[src/shb_regs.vh]
`ifndef SHB_REGS_VH
`define SHB_REGS_VH
// ****************************************
// Control word fields
// ****************************************
`define SHB_WORD_W        16
`define SHB_CW_CLR_BIT    0
`define SHB_CW_SW_LSB     1
`define SHB_CW_SW_MSB     12
`define SHB_CW_OCSD_BIT   13
`define SHB_CW_SUPPLY_HIGH_CUTOFF_BIT   15
// ****************************************
// Status word fields
// ****************************************
`define SHB_ST_TEMP_BIT   0
`define SHB_ST_OVL_BIT    13
`define SHB_ST_UNL_BIT    14
`define SHB_ST_SUP_BIT    15
// ****************************************
// Reset values
// ****************************************
`define SHB_CW_RESET      16'h0000
`define SHB_ST_RESET      16'h0000
// ****************************************
// Timing, nanoseconds and clock
// ****************************************
`define SHB_CLK_NS        5
`define SHB_OC_DELAY_NS   50000
`define SHB_UL_BLANK_NS   300000
`define SHB_LS_DELAY_NS   1000
`endif

[src/shb_sync.v]
`timescale 1ns/10ps
// Three-stage synchroniser; output changes once stages two and three agree
module shb_sync #(
   parameter [0:0] RST_VAL = 1'b0
) (
   input  wire clock_in,
   input  wire rst_in,
   input  wire d_in,
   output reg  q_out
);
   reg s1_ff;
   reg s2_ff;
   reg s3_ff;
   always @(posedge clock_in or posedge rst_in) begin
      if (rst_in) begin
         s1_ff <= RST_VAL;
         s2_ff <= RST_VAL;
         s3_ff <= RST_VAL;
         q_out <= RST_VAL;
      end else begin
         s1_ff <= d_in;
         s2_ff <= s1_ff;
         s3_ff <= s2_ff;
         if (s2_ff == s3_ff) begin
            q_out <= s3_ff;
         end
      end
   end
endmodule

[src/shb_timer.v]
`timescale 1ns/10ps
// Restartable down-counter; done_out high once the count has elapsed
module shb_timer #(
   parameter WIDTH = 16,
   parameter COUNT = 10
) (
   input  wire             clock_in,
   input  wire             rst_in,
   input  wire             start_in,
   input  wire             run_in,
   output wire             done_out
);
   reg [WIDTH-1:0] cnt_ff;
   always @(posedge clock_in or posedge rst_in) begin
      if (rst_in) begin
         cnt_ff <= {WIDTH{1'b0}};
      end else if (!run_in) begin
         cnt_ff <= {WIDTH{1'b0}};
      end else if (start_in) begin
         cnt_ff <= COUNT[WIDTH-1:0];
      end else if (cnt_ff != {WIDTH{1'b0}}) begin
         cnt_ff <= cnt_ff - {{(WIDTH-1){1'b0}}, 1'b1};
      end
   end
   assign done_out = (cnt_ff == {WIDTH{1'b0}});
endmodule

[src/shb_core.v]
`timescale 1ns/10ps
`include "shb_regs.vh"
// Behaviour
// - Falling chip select starts a frame of exactly sixteen control bits.
// - Serial input bits captured on rising serial clock, detected after synchronisers in the system clock domain.
// - During a frame, previous status word shifts out on serial output.
// - Rising chip select loads shifted word into the active control register.
// - Control bit 0 high clears status after each programming cycle.
// - Bits 1..12 drive switches; odd low-side, even high-side, ascending pairs.
// - Overcurrent held for cutoff delay turns switch off and latches overload.
// - Control bit 13 low suppresses the timed overcurrent shutdown.
// - Shared underload blanking timer restarts on each rising chip select.
// - Underload seen while blanking runs is never latched.
// - Low-side turn-on delayed so high-side is off first in a pair.
// - Control bit 15 high cuts all switch outputs on supply overvoltage; driver enable stays high.
// - Status: temp warning, switch states, overload, underload, supply fault.
// - Supply undervoltage holds every switch output in high impedance; the serial output is still driven during a frame.
// - Serial output released to high impedance while chip select is high.
// - Supply fault bit also set whenever control bit 15 is low.
// - Sleep input low clears all control and status and tristates outputs.
module shb_core #(
   parameter OC_CYCLES = `SHB_OC_DELAY_NS / `SHB_CLK_NS,
   parameter UL_CYCLES = `SHB_UL_BLANK_NS / `SHB_CLK_NS,
   parameter LS_CYCLES = (`SHB_LS_DELAY_NS + `SHB_CLK_NS - 1) / `SHB_CLK_NS
) (
   input  wire        clock_in,
   input  wire        rst_in,
   input  wire        chip_select_line_n_in,
   input  wire        serial_clock_in,
   input  wire        serial_in_line_in,
   input  wire        sleep_input_n_in,
   input  wire [5:0]  low_side_overcurrent_in,
   input  wire [5:0]  high_side_overcurrent_in,
   input  wire [5:0]  low_side_underload_in,
   input  wire [5:0]  high_side_underload_in,
   input  wire        temp_prewarn_in,
   input  wire        supply_over_in,
   input  wire        supply_under_in,
   output reg         serial_out_line_out,
   output wire        serial_out_line_oe_out,
   output reg  [5:0]  low_side_switch_out,
   output reg  [5:0]  high_side_switch_out,
   output reg         driver_enable_out
);
   // ****************************************
   // Helper functions
   // ****************************************
   // Interleave per-pair signals into control word order, low side first
   function [11:0] pair_mix;
      input [5:0] hs;
      input [5:0] ls;
      integer k;
      begin
         pair_mix = 12'h000;
         for (k = 0; k < 6; k = k + 1) begin
            pair_mix[2*k]   = ls[k];
            pair_mix[2*k+1] = hs[k];
         end
      end
   endfunction

   // Sticky flag: a new event wins over the clear of a programming cycle
   function sticky_bit;
      input held;
      input seen;
      input clear;
      begin
         sticky_bit = seen | (held & ~clear);
      end
   endfunction

   // ****************************************
   // Pin synchronisers
   // ****************************************
   wire cs_n_s;
   wire sck_s;
   wire sdi_s;
   wire slp_n_s;
   // Select resets high so no false frame start follows reset
   shb_sync #(.RST_VAL(1'b1)) u_cs (
      .clock_in(clock_in), .rst_in(rst_in),
      .d_in(chip_select_line_n_in), .q_out(cs_n_s));
   shb_sync #(.RST_VAL(1'b0)) u_sck (
      .clock_in(clock_in), .rst_in(rst_in),
      .d_in(serial_clock_in), .q_out(sck_s));
   shb_sync #(.RST_VAL(1'b0)) u_sdi (
      .clock_in(clock_in), .rst_in(rst_in),
      .d_in(serial_in_line_in), .q_out(sdi_s));
   shb_sync #(.RST_VAL(1'b0)) u_slp (
      .clock_in(clock_in), .rst_in(rst_in),
      .d_in(sleep_input_n_in), .q_out(slp_n_s));

   // Internal clear: reset or sleep; sync output resets low so sleep is active at start
   wire asleep = ~slp_n_s;

   reg cs_n_d_ff;
   reg sck_d_ff;
   always @(posedge clock_in or posedge rst_in) begin
      if (rst_in) begin
         cs_n_d_ff <= 1'b1;
         sck_d_ff  <= 1'b0;
      end else begin
         cs_n_d_ff <= cs_n_s | asleep;
         sck_d_ff  <= sck_s;
      end
   end
   wire cs_n_q   = cs_n_s | asleep;
   wire cs_fall  = cs_n_d_ff & ~cs_n_q;
   wire cs_rise  = ~cs_n_d_ff & cs_n_q;
   wire sck_rise = ~sck_d_ff & sck_s & ~cs_n_q;
   wire sck_fall = sck_d_ff & ~sck_s & ~cs_n_q;

   // ****************************************
   // Serial shifting
   // ****************************************
   reg [15:0] shift_in_ff;
   reg [15:0] shift_out_ff;
   reg [4:0]  bit_cnt_ff;
   reg [15:0] ctrl_ff;
   reg [15:0] status_ff;
   wire [15:0] status_word;

   always @(posedge clock_in or posedge rst_in) begin
      if (rst_in) begin
         shift_in_ff         <= `SHB_CW_RESET;
         shift_out_ff        <= `SHB_ST_RESET;
         bit_cnt_ff          <= 5'h00;
         serial_out_line_out <= 1'b0;
      end else if (asleep) begin
         shift_in_ff         <= `SHB_CW_RESET;
         shift_out_ff        <= `SHB_ST_RESET;
         bit_cnt_ff          <= 5'h00;
         serial_out_line_out <= 1'b0;
      end else if (cs_fall) begin
         shift_out_ff        <= {status_word[14:0], 1'b0};
         serial_out_line_out <= status_word[15];
         bit_cnt_ff          <= 5'h00;
      end else begin
         // capture on rising edge, MSB first
         if (sck_rise && bit_cnt_ff != 5'h10) begin
            shift_in_ff <= {shift_in_ff[14:0], sdi_s};
            bit_cnt_ff  <= bit_cnt_ff + 5'h01;
         end
         // next status bit on falling edge
         if (sck_fall) begin
            serial_out_line_out <= shift_out_ff[15];
            shift_out_ff        <= {shift_out_ff[14:0], 1'b0};
         end
      end
   end
   assign serial_out_line_oe_out = ~cs_n_q;

   // only a complete sixteen-bit frame programs
   wire load = cs_rise & (bit_cnt_ff == 5'h10);

   // ****************************************
   // Control register
   // ****************************************
   always @(posedge clock_in or posedge rst_in) begin
      if (rst_in) begin
         ctrl_ff <= `SHB_CW_RESET;
      end else if (asleep) begin
         ctrl_ff <= `SHB_CW_RESET;
      end else if (load) begin
         // take effect at rising chip select
         ctrl_ff <= shift_in_ff;
      end
   end

   wire ocsd_en = ctrl_ff[`SHB_CW_OCSD_BIT];
   wire supply_high_cutoff_en = ctrl_ff[`SHB_CW_SUPPLY_HIGH_CUTOFF_BIT];

   // ****************************************
   // Timers
   // ****************************************
   wire [5:0] ls_cmd;
   wire [5:0] hs_cmd;
   reg  [11:0] cut_ff;
   wire [11:0] oc_in;
   wire [11:0] oc_done;
   wire [5:0]  ls_ready;
   wire        blank_done;
   genvar g;
   generate
      for (g = 0; g < 6; g = g + 1) begin : g_pair
         // odd bits low-side, even bits high-side
         assign ls_cmd[g] = ctrl_ff[2*g+1];
         assign hs_cmd[g] = ctrl_ff[2*g+2];
         assign oc_in[2*g]   = low_side_overcurrent_in[g];
         assign oc_in[2*g+1] = high_side_overcurrent_in[g];
      end
      for (g = 0; g < 12; g = g + 1) begin : g_oc
         // cutoff delay per switch while overcurrent persists
         shb_timer #(.WIDTH(14), .COUNT(OC_CYCLES)) u_oc (
            .clock_in(clock_in), .rst_in(rst_in),
            .start_in(~oc_in[g] | cut_ff[g]), .run_in(~asleep),
            .done_out(oc_done[g]));
      end
      for (g = 0; g < 6; g = g + 1) begin : g_ls
         // low-side waits while its high-side partner was on
         shb_timer #(.WIDTH(10), .COUNT(LS_CYCLES)) u_ls (
            .clock_in(clock_in), .rst_in(rst_in),
            .start_in(high_side_switch_out[g]), .run_in(~asleep),
            .done_out(ls_ready[g]));
      end
   endgenerate

   // blanking restarts on every rising chip select
   shb_timer #(.WIDTH(16), .COUNT(UL_CYCLES)) u_blank (
      .clock_in(clock_in), .rst_in(rst_in), .start_in(cs_rise),
      .run_in(~asleep), .done_out(blank_done));

   // ****************************************
   // Overcurrent cutoff and switch outputs
   // ****************************************
   wire [11:0] sw_cmd = pair_mix(hs_cmd, ls_cmd);
   wire [11:0] oc_trip = oc_in & oc_done & ~cut_ff & sw_cmd & {12{ocsd_en}};
   always @(posedge clock_in or posedge rst_in) begin
      if (rst_in) begin
         cut_ff <= 12'h000;
      end else if (asleep || load) begin
         // A new programming cycle re-arms every switch
         cut_ff <= 12'h000;
      end else begin
         // only trips while shutdown is enabled
         cut_ff <= cut_ff | oc_trip;
      end
   end

   // ****************************************
   // Switch outputs
   // ****************************************
   wire ov_cut   = supply_high_cutoff_en & supply_over_in;
   wire drive_ok = ~asleep & ~supply_under_in;
   reg  [5:0] nxt_hs;
   reg  [5:0] nxt_ls;
   integer i;
   always @* begin
      nxt_hs = 6'h00;
      nxt_ls = 6'h00;
      for (i = 0; i < 6; i = i + 1) begin
         nxt_hs[i] = hs_cmd[i] & ~cut_ff[2*i+1] & ~ov_cut & drive_ok;
         // Checking the old and the new high side state closes a one-cycle overlap
         nxt_ls[i] = ls_cmd[i] & ~cut_ff[2*i] & ~ov_cut & ls_ready[i] & drive_ok
                     & ~high_side_switch_out[i] & ~nxt_hs[i];
      end
   end

   // Gate commands are registered so a decode glitch never reaches a switch
   always @(posedge clock_in or posedge rst_in) begin
      if (rst_in) begin
         low_side_switch_out  <= 6'h00;
         high_side_switch_out <= 6'h00;
         driver_enable_out    <= 1'b0;
      end else begin
         // undervoltage or sleep: all switch outputs high impedance
         driver_enable_out    <= drive_ok;
         high_side_switch_out <= nxt_hs;
         low_side_switch_out  <= nxt_ls;
      end
   end

   // ****************************************
   // Status register
   // ****************************************
   // Bits 1 to 12 are not stored; they show the gate commands applied now
   wire [11:0] sw_state = pair_mix(high_side_switch_out, low_side_switch_out);
   wire [11:0] ul_all   = pair_mix(high_side_underload_in, low_side_underload_in);
   wire ul_ev  = |(ul_all & sw_state) & blank_done & ~cs_rise;
   wire ovl_ev = |oc_trip;
   // lockout disabled reports as supply fault
   wire sup_ev = supply_over_in | supply_under_in | ~supply_high_cutoff_en;
   // clear requested by the word being loaded
   wire clr_now = load & shift_in_ff[`SHB_CW_CLR_BIT];
   reg  temp_ff;

   always @(posedge clock_in or posedge rst_in) begin
      if (rst_in) begin
         status_ff <= `SHB_ST_RESET;
         temp_ff   <= 1'b0;
      end else if (asleep) begin
         status_ff <= `SHB_ST_RESET;
         temp_ff   <= 1'b0;
      end else begin
         // Temperature bit tracks the warning comparator, clears itself
         temp_ff <= temp_prewarn_in;
         // clear after programming unless bit 0 low; new events win
         status_ff[`SHB_ST_OVL_BIT] <= sticky_bit(status_ff[`SHB_ST_OVL_BIT], ovl_ev, clr_now);
         status_ff[`SHB_ST_UNL_BIT] <= sticky_bit(status_ff[`SHB_ST_UNL_BIT], ul_ev, clr_now);
         status_ff[`SHB_ST_SUP_BIT] <= sticky_bit(status_ff[`SHB_ST_SUP_BIT], sup_ev, clr_now);
      end
   end
   assign status_word = {status_ff[`SHB_ST_SUP_BIT], status_ff[`SHB_ST_UNL_BIT],
                         status_ff[`SHB_ST_OVL_BIT], sw_state, temp_ff};
endmodule

[config.mk]
export PLATFORM = sky130hd
export DESIGN_NAME = shb_core
export DESIGN_NICKNAME = d
export VERILOG_FILES = /design/src/shb_sync.v /design/src/shb_timer.v /design/src/shb_core.v
export VERILOG_INCLUDE_DIRS = /design/src /design/src/src
export SDC_FILE = /design/constraint.sdc
export NUM_CORES = 1
export LEC_CHECK = 0
export BUFFER_PORTS_ARGS = -buffer_cell sky130_fd_sc_hd__clkbuf_2
export CAP_MARGIN = 10
export CORE_MARGIN = 10
export CORE_UTILIZATION = 65
export DETAILED_ROUTE_END_ITERATION = 8
export PLACE_DENSITY = 0.86
export RECOVER_POWER = 25
export SYNTH_ARGS = -nofsm -noshare
export SYNTH_HDL_FRONTEND = slang
export SYNTH_SLANG_ARGS = --single-unit
[constraint.sdc]
create_clock -name clock_in -period 32.8 [get_ports clock_in]
set_input_delay 4.92 -clock clock_in [delete_from_list [all_inputs] [get_ports clock_in]]
set_output_delay 4.92 -clock clock_in [all_outputs]
set_load 0.01 [all_outputs]
==> summary.md, run 1 <==
| Metric | Value |
|---|---|
| Outcome | `finished with violations` |
| Failing checks | `capacitance limit, slew limit` |
| Clk pin slew, worst setup/hold paths | `roughly 60 ps` |
| Asr flop ratio synth | `100%` |
| Routed via count | `between 10,000 and 15,000` |
| Top post-synthesis cells by area | `dfrtp_1 49%, nor2_1 5.3%, xnor2_1 5.1%` |
| Initial antenna violation count | `0` |
| Maximum VDD drop | `0.0000494 V` |
| Hold slack final | `358 ps` |
| Worst-Margin Slew | `5470 ps` |
| Flops & latches, synth | `approximately 340` |
| Postcts setup bufs | `0` |
| Residual DRC | `0` |
| Dpl hpwl | `26.0 mm` |
| Cts hold-fix bufs | `0` |
| Worst path most repeated cell | `buf_4` |
| Power per Cell Area | `~64 nW/um^2` |
| FMAX | `104 MHz` |
| Max stage delay cell, worst path | `clkinvlp_2` |
| Final wirelength | `40.2 mm` |
| Max Cap Violations | `5` |
| Largest net degree at the start of global routing | `126` |
| Final setup viols | `0` |
| Leading area contributor after synthesis | `dfrtp_1` |
| Routability cong. | `0.853` |
| Syn Std Cell Area | `17,300 sq um` |
| Type of origin of the critical path | `input port` |
| GRT overflow | `0` |
| Layout cells sized above 1 | `7.97%` |
| Post-synth EDFFs | `0` |
| Cell count after synthesis | `1,788` |
| Core footprint | `26,100 sq um` |
| Commonest cells in the netlist | `337 x dfrtp_1, 244 x nor2_1, 159 x a21oi_1` |
| Crit Path Class | `input port to asynchronous set/reset pin` |
| Final #Nets | `around 1,900` |
| Lkg Pwr | `8.40 nW` |
| Data arrival time of the worst path | `just over 10,000 ps` |
| Sequential element share of the synthesized area | `49.5%` |
| Die Ht | `183 microns` |
| Initial Util | `roughly 66%` |
| Number of global-route vias before repair | `13,700` |
| PortBufs | `47` |
| Syn avg cell area | `slightly below 10 sq um` |
| Clock Skew | `16.4 ps` |
| ANT nets after route | `0` |
| Critical path cell sequence | `clkbuf_2, clkinvlp_2, buf_4, buf_4` |
| Post-synth cell types | `73` |
| Via/cell ratio | `approximately 6.4` |
| # diodes | `0` |
| Most frequent cell after synthesis | `dfrtp_1` |
| Net Count, Synth | `1,854` |
| Fin Setup TNS | `0 ps` |
| Number of DRC markers in iteration 0 | `about 1,600` |
| RSZ-0062 raised after global routing | `false` |
| First-pass GRT wire length | `between 60 and 70 mm` |
| Clk buf depth | `3` |
| Die width | `183 microns` |
| Slew Limit Headroom | `-267%` |
| First-pass iteration count of the detailed router | `7` |
| Die Area | `33,500 sq um` |
| CP Max Fanout | `125` |
| Final Slew Violations | `329` |
| Min cycle time layout | `9590 ps` |
| Clk sinks | `around 340` |
| Final Hold Vio Count | `0` |
| Root buffer cell | `clkbuf_16` |
| Tot Pwr | `1.21 mW` |
| H-tree Lvls | `2` |
| Total global routing track utilization | `a little under a quarter` |
| Num rows | `roughly 60` |
| P&R area growth vs syn | `9.39%` |
| Top cell type's share of synthesized area | `48.7%` |
| Worst Hold Class | `register to register` |
| Worst-Skew Late Latency | `520 ps` |
| Crit path required time | `33,300 ps` |
| CTS tree | `done` |
| Synth warn | `0` |
| # IOs | `48` |
| Num CTS Buffers | `36` |
| Post-cts sizing count | `0` |
| Wire length per cell | `18.6 microns` |
| Top_reg_cell synth | `dfrtp_1` |
| Largest stage delay, worst path | `3040 ps` |
| CP Capture Type | `asynchronous set/reset pin` |
| Crit share post-route | `29.2%` |
## worst max-delay path, delay by kind of cell
| family | cells | cell delay, ps |
|---|---|---|
| buffers and inverters | 4 | 5030 |
## flip-flops by register name, indices dropped and copies added (netlist names), 3 cells and up
signal	cells
g_oc.u_oc.cnt_ff	168
status_ff	3
g_ls.u_ls.cnt_ff	60
shift_out_ff	15
bit_cnt_ff	5
ctrl_ff	14
cut_ff	12
shift_in_ff	16
u_blank.cnt_ff	16
high_side_switch_out	6
low_side_switch_out	6
## power breakdown
group | switching [mW] | leakage [nW] | internal [mW]
combinational | 0.155 | 3.21 | 0.114
sequential | 0.0497 | 4.58 | 0.463
clock | 0.165 | 0.614 | 0.263
total | 0.369 | 8.40 | 0.840
## cell type report
type	instances	area [sq um]
Multi-Input combinational cell	1311	8180
Fill cell	1791	7210
Inverter	62	235
Clock buffer	54	1100
Clock inverter	9	148
Tap cell	335	419
Timing Repair Buffer	54	279
Sequential cell	342	8560
## path summary, 6_finish.rpt
path	from	cells after the start	to	slack (ps)
worst max-delay path	rst_in	4	g_oc[6].u_oc.cnt_ff[13]	23210
worst min-delay path	u_sdi.s1_ff	0	u_sdi.s2_ff	360
worst max register to register	u_slp.q_out	4	g_oc[4].u_oc.cnt_ff[4]	26420
worst min register to register	u_sdi.s1_ff	0	u_sdi.s2_ff	360
max in group clock_in	u_slp.q_out	2	serial_out_line_oe_out	24720
min in group asynchronous	rst_in	2	u_blank.cnt_ff[8]	6100
## stage by stage
step                      utilization [%]  area, sq um  std cells  worst slack, ps
after floorplan                         -        17300       1788            18410
after global placement               67.8        17700       2104            25260
after detailed placement             67.8        17700       2104            25210
final                                72.4        18900       2167            23210
after global routing                 72.4        18900       2167            22220
after CTS                            72.6        19000       2167            25680
## cell families after synthesis
kind of cell | Yosys count | share of synthesized area (%)
flops | 342 | 49.5
simple gates | 762 | 23.2
mux | 39 | 2.27
xor+xnor | 137 | 6.94
fa+ha+maj | 37 | 2.62
compound gates | 336 | 12.4
buf+inv | 135 | 3.11
## per-layer routing
layer | GRT usage, % | routed length [microns] | vias to the layer above
li1 | - | - | 6415
met1 | 32.4 | 17000 | 6856
met2 | 39.7 | 19700 | 540
met3 | 3.50 | 2640 | 85
met4 | 6.75 | 872 | 0
met5 | 0 | 0 | -
## cells in the final DEF, fill, tap and decap left out, drive strengths merged, types with 9 or more instances in the layout
| master | n |
|---|---|
| a2111oi | 21 |
| a211oi | 19 |
| a21oi | 159 |
| a31oi | 10 |
| and3 | 10 |
| and4 | 9 |
| clkbuf | 103 |
| dfrtp | 337 |
| ha | 33 |
| inv | 60 |
| mux2i | 37 |
| nand2 | 136 |
| nand2b | 33 |
| nand3 | 38 |
| nand3b | 9 |
| nand4 | 21 |
| nand4b | 10 |
| nor2 | 244 |
| nor2b | 17 |
| nor3 | 53 |
| nor3b | 26 |
| nor4 | 53 |
| nor4b | 14 |
| o21a | 13 |
| o21ai | 32 |
| o31ai | 28 |
| or3 | 27 |
| or3b | 10 |
| or4 | 26 |
| xnor2 | 101 |
| xor2 | 36 |
(Power assumes the default switching activity.)
==> inputs of run 2 (changes only) <==
--- a/config.mk
+++ b/config.mk
@@ -9,9 +9,9 @@
 export BUFFER_PORTS_ARGS = -buffer_cell sky130_fd_sc_hd__clkbuf_2
 export CAP_MARGIN = 10
 export CORE_MARGIN = 10
-export CORE_UTILIZATION = 65
+export CORE_UTILIZATION = 57
 export DETAILED_ROUTE_END_ITERATION = 8
-export PLACE_DENSITY = 0.86
+export PLACE_DENSITY = 0.8
 export RECOVER_POWER = 25
 export SYNTH_ARGS = -nofsm -noshare
 export SYNTH_HDL_FRONTEND = slang
==> constraint.sdc (replaced) <==
create_clock -name clock_in -period 8.5 [get_ports clock_in]
set_input_delay 1.275 -clock clock_in [delete_from_list [all_inputs] [get_ports clock_in]]
set_output_delay 1.275 -clock clock_in [all_outputs]
set_load 0.01 [all_outputs]
==> run 2 against run 1 <==
Net effect: utilization shrank 8.4 points; critical path depth shrank 2; total power grew to 3.8 times the previous value; non-clock buffer count is the same; combinational power grew to 3.8 times the previous value; cell area grew 0.75%; the run still ends with capacitance limit, slew limit left; global-route usage shrank 3.9 points; die area grew 12%; register-to-register slack lost 22000 ps; critical endpoint is now serial_out_line_oe_out; first-iteration DRC count shrank 40%; largest power group unchanged; count of clock-buffer cells in the layout grew 3.
==> summary.md, run 2 (synthesis results as in run 1) <==
| Metric | Value |
|---|---|
| First-pass iteration count of the detailed router | `5 (-2)` |
| Final Slew Violations | `45 (-86%)` |
| Top Registers | `g_oc.u_oc.cnt_ff: 168 flops, g_ls.u_ls.cnt_ff: 60 flops` |
| CTS tree | `done` |
| Type of origin of the critical path | `register` |
| Layout cells sized above 1 | `8.28% (+0.31 points)` |
| Num CTS Buffers | `37 (+2.8%)` |
| Clk buf depth | `3 (unchanged)` |
| Lkg Pwr | `8.43 nW (+0.30%)` |
| Outcome | `finished with violations` |
| Data arrival time of the worst path | `2820 ps (-7270 ps)` |
| Register Area | `8560 sq um (unchanged)` |
| Clock Skew | `15.0 ps (-1.39 ps)` |
| Tot Pwr | `4.65 mW (+280%)` |
| Multi-input gate area | `8200 sq um (+0.31%)` |
| Crit Path Class | `register to primary output` |
| Fin Setup TNS | `0 ps (unchanged)` |
| Via/cell ratio | `6.07 (-5.3%)` |
| Max stage delay cell, worst path | `dfrtp_1` |
| # IOs | `48 (unchanged)` |
| ANT nets after route | `0 (unchanged)` |
| CP Capture Type | `primary output` |
| Worst Hold Class | `register to register` |
| Root buffer cell | `clkbuf_16` |
| CP Max Fanout | `44 (-65%)` |
| Min cycle time layout | `4090 ps` |
| GRT overflow | `0 (unchanged)` |
| P&R area growth vs syn | `10.2%` |
| Worst-Margin Slew | `1730 ps (-3740 ps)` |
| Slew Limit Headroom | `-15.1% (+250 points)` |
| PortBufs | `47 (unchanged)` |
| Critical path cell sequence | `nor2b_1, clkbuf_2` |
| Final setup viols | `0 (unchanged)` |
| First-pass GRT wire length | `65.9 mm (-3.2%)` |
| Crit path required time | `7220 ps (-26,080 ps)` |
| Dpl hpwl | `25.0 mm (-3.7%)` |
| Met3 track utilization from global routing | `3.41% (-0.092 points)` |
| Worst-Skew Late Latency | `530 ps (about the same)` |
| Maximum VDD drop | `0.000148 V (+200%)` |
| Final wirelength | `38.5 mm (-4.3%)` |
| Final #Nets | `1,874 (+0.053%)` |
| Most common cell after layout, fill and taps aside | `dfrtp_1` |
| Postcts setup bufs | `0 (unchanged)` |
| Routability cong. | `0.873 (+2.4%)` |
| Total global routing track utilization | `20.1% (-3.9 points)` |
| Clk pin slew, worst setup/hold paths | `60 ps (about the same)` |
| Max reg flops | `168 (unchanged)` |
| Number of global-route vias before repair | `13,400 (-1.7%)` |
| Clk sinks | `342 (unchanged)` |
| Met1 Resource Use GR | `26.8% (-5.6 points)` |
| Initial antenna violation count | `2 (+2)` |
| Post-cts sizing count | `0 (unchanged)` |
| Number of DRC markers in iteration 0 | `953 (-40%)` |
| Most frequent cells in the layout | `337 x dfrtp_1, 244 x nor2_1, 159 x a21oi_1` |
| Cts hold-fix bufs | `0 (unchanged)` |
| Largest net degree at the start of global routing | `188 (+49%)` |
| GR peak layer | `met2` |
| Die width | `194 microns (+6.0%)` |
| M2 GR Usage | `33.0% (-6.7 points)` |
| Failing checks | `capacitance limit, slew limit` |
| Max Cap Violations | `1 (-4)` |
| Routed via count | `13,500 (-2.7%)` |
| Die Area | `37,700 sq um (+12%)` |
| Power per Cell Area | `244 nW/um^2 (+280%)` |
| FMAX | `244 MHz` |
| Design Area, Final | `19,100 sq um (+0.75%)` |
| Die Ht | `194 microns (+6.0%)` |
| Residual DRC | `0 (unchanged)` |
| Core footprint | `29,800 sq um (+14%)` |
| H-tree Lvls | `2 (unchanged)` |
| Top reg by flops | `g_oc.u_oc.cnt_ff` |
| Wire length per cell | `17.3 microns (-6.9%)` |
| Post-DP Area | `17,800 sq um (+0.51%)` |
| Fill count | `2,348 (+31%)` |
| RSZ-0062 raised after global routing | `false` |
| Final Hold Vio Count | `0 (unchanged)` |
| Initial Util | `58.1% (-8.1 points)` |
| Crit share post-route | `approximately 48%` |
| Num rows | `63 (+6.8%)` |
| Largest stage delay, worst path | `1500 ps (-1540 ps)` |
## run 2: worst paths after layout
path,endpoint,from,slack (ps),cells after the start
max reg2reg,low_side_switch_out[3],u_slp.q_out,4670,5
max in group asynchronous,g_oc[11].u_oc.cnt_ff[12],rst_in,6000,4
min reg2reg,u_sck.s2_ff,u_sck.s1_ff,330,0
min in group asynchronous,u_blank.cnt_ff[12],rst_in,1030,3
max,serial_out_line_oe_out,u_slp.q_out,4410,2
min,u_sck.s2_ff,u_sck.s1_ff,330,0
## run 2: worst max-delay path: cells and delay by family (launching register included)
family                 cells  cell delay (ps)
flip-flops                 1             1500
AND/OR/NAND/NOR            1              550
buffers and inverters      1              240
## run 2: metal layers
metal	part of all wire [%]	vias up
li1	-	6426
met5	0.052	-
met1	45	6681
met2	48	341
met3	5.5	67
met4	2.2	2
## run 2: stage by stage
| step | std cells | hold slack [ps] | worst slack (ps) | util (%) |
|---|---|---|---|---|
| 2_1_floorplan | 1788 | 331 | 2650 | - |
| 3_3_place_gp | 2159 | 335 | 5420 | 59.8 |
| 3_5_place_dp | 2159 | 336 | 5310 | 59.8 |
| 4_1_cts | 2226 | 340 | 5150 | 64.0 |
| 5_1_grt | 2227 | 340 | 4240 | 64.0 |
| 6_report | 2227 | 332 | 4410 | 64.0 |
## run 2: final cells by class
type / count / share of cell area (%)
diodes: 1 / 0.0131
well taps: 390 / 2.56
repair buffers: 54 / 1.63
clock inverters: 10 / 0.715
multi-input cells: 1311 / 43.0
clock buffers: 57 / 5.89
inverters: 62 / 1.24
flip-flops and latches: 342 / 44.9
## run 2: power by group
group	switching (mW)	leakage [nW]	internal, mW
Clock	0.650	0.609	1.00
Sequential	0.188	4.58	1.79
Combinational	0.580	3.24	0.439
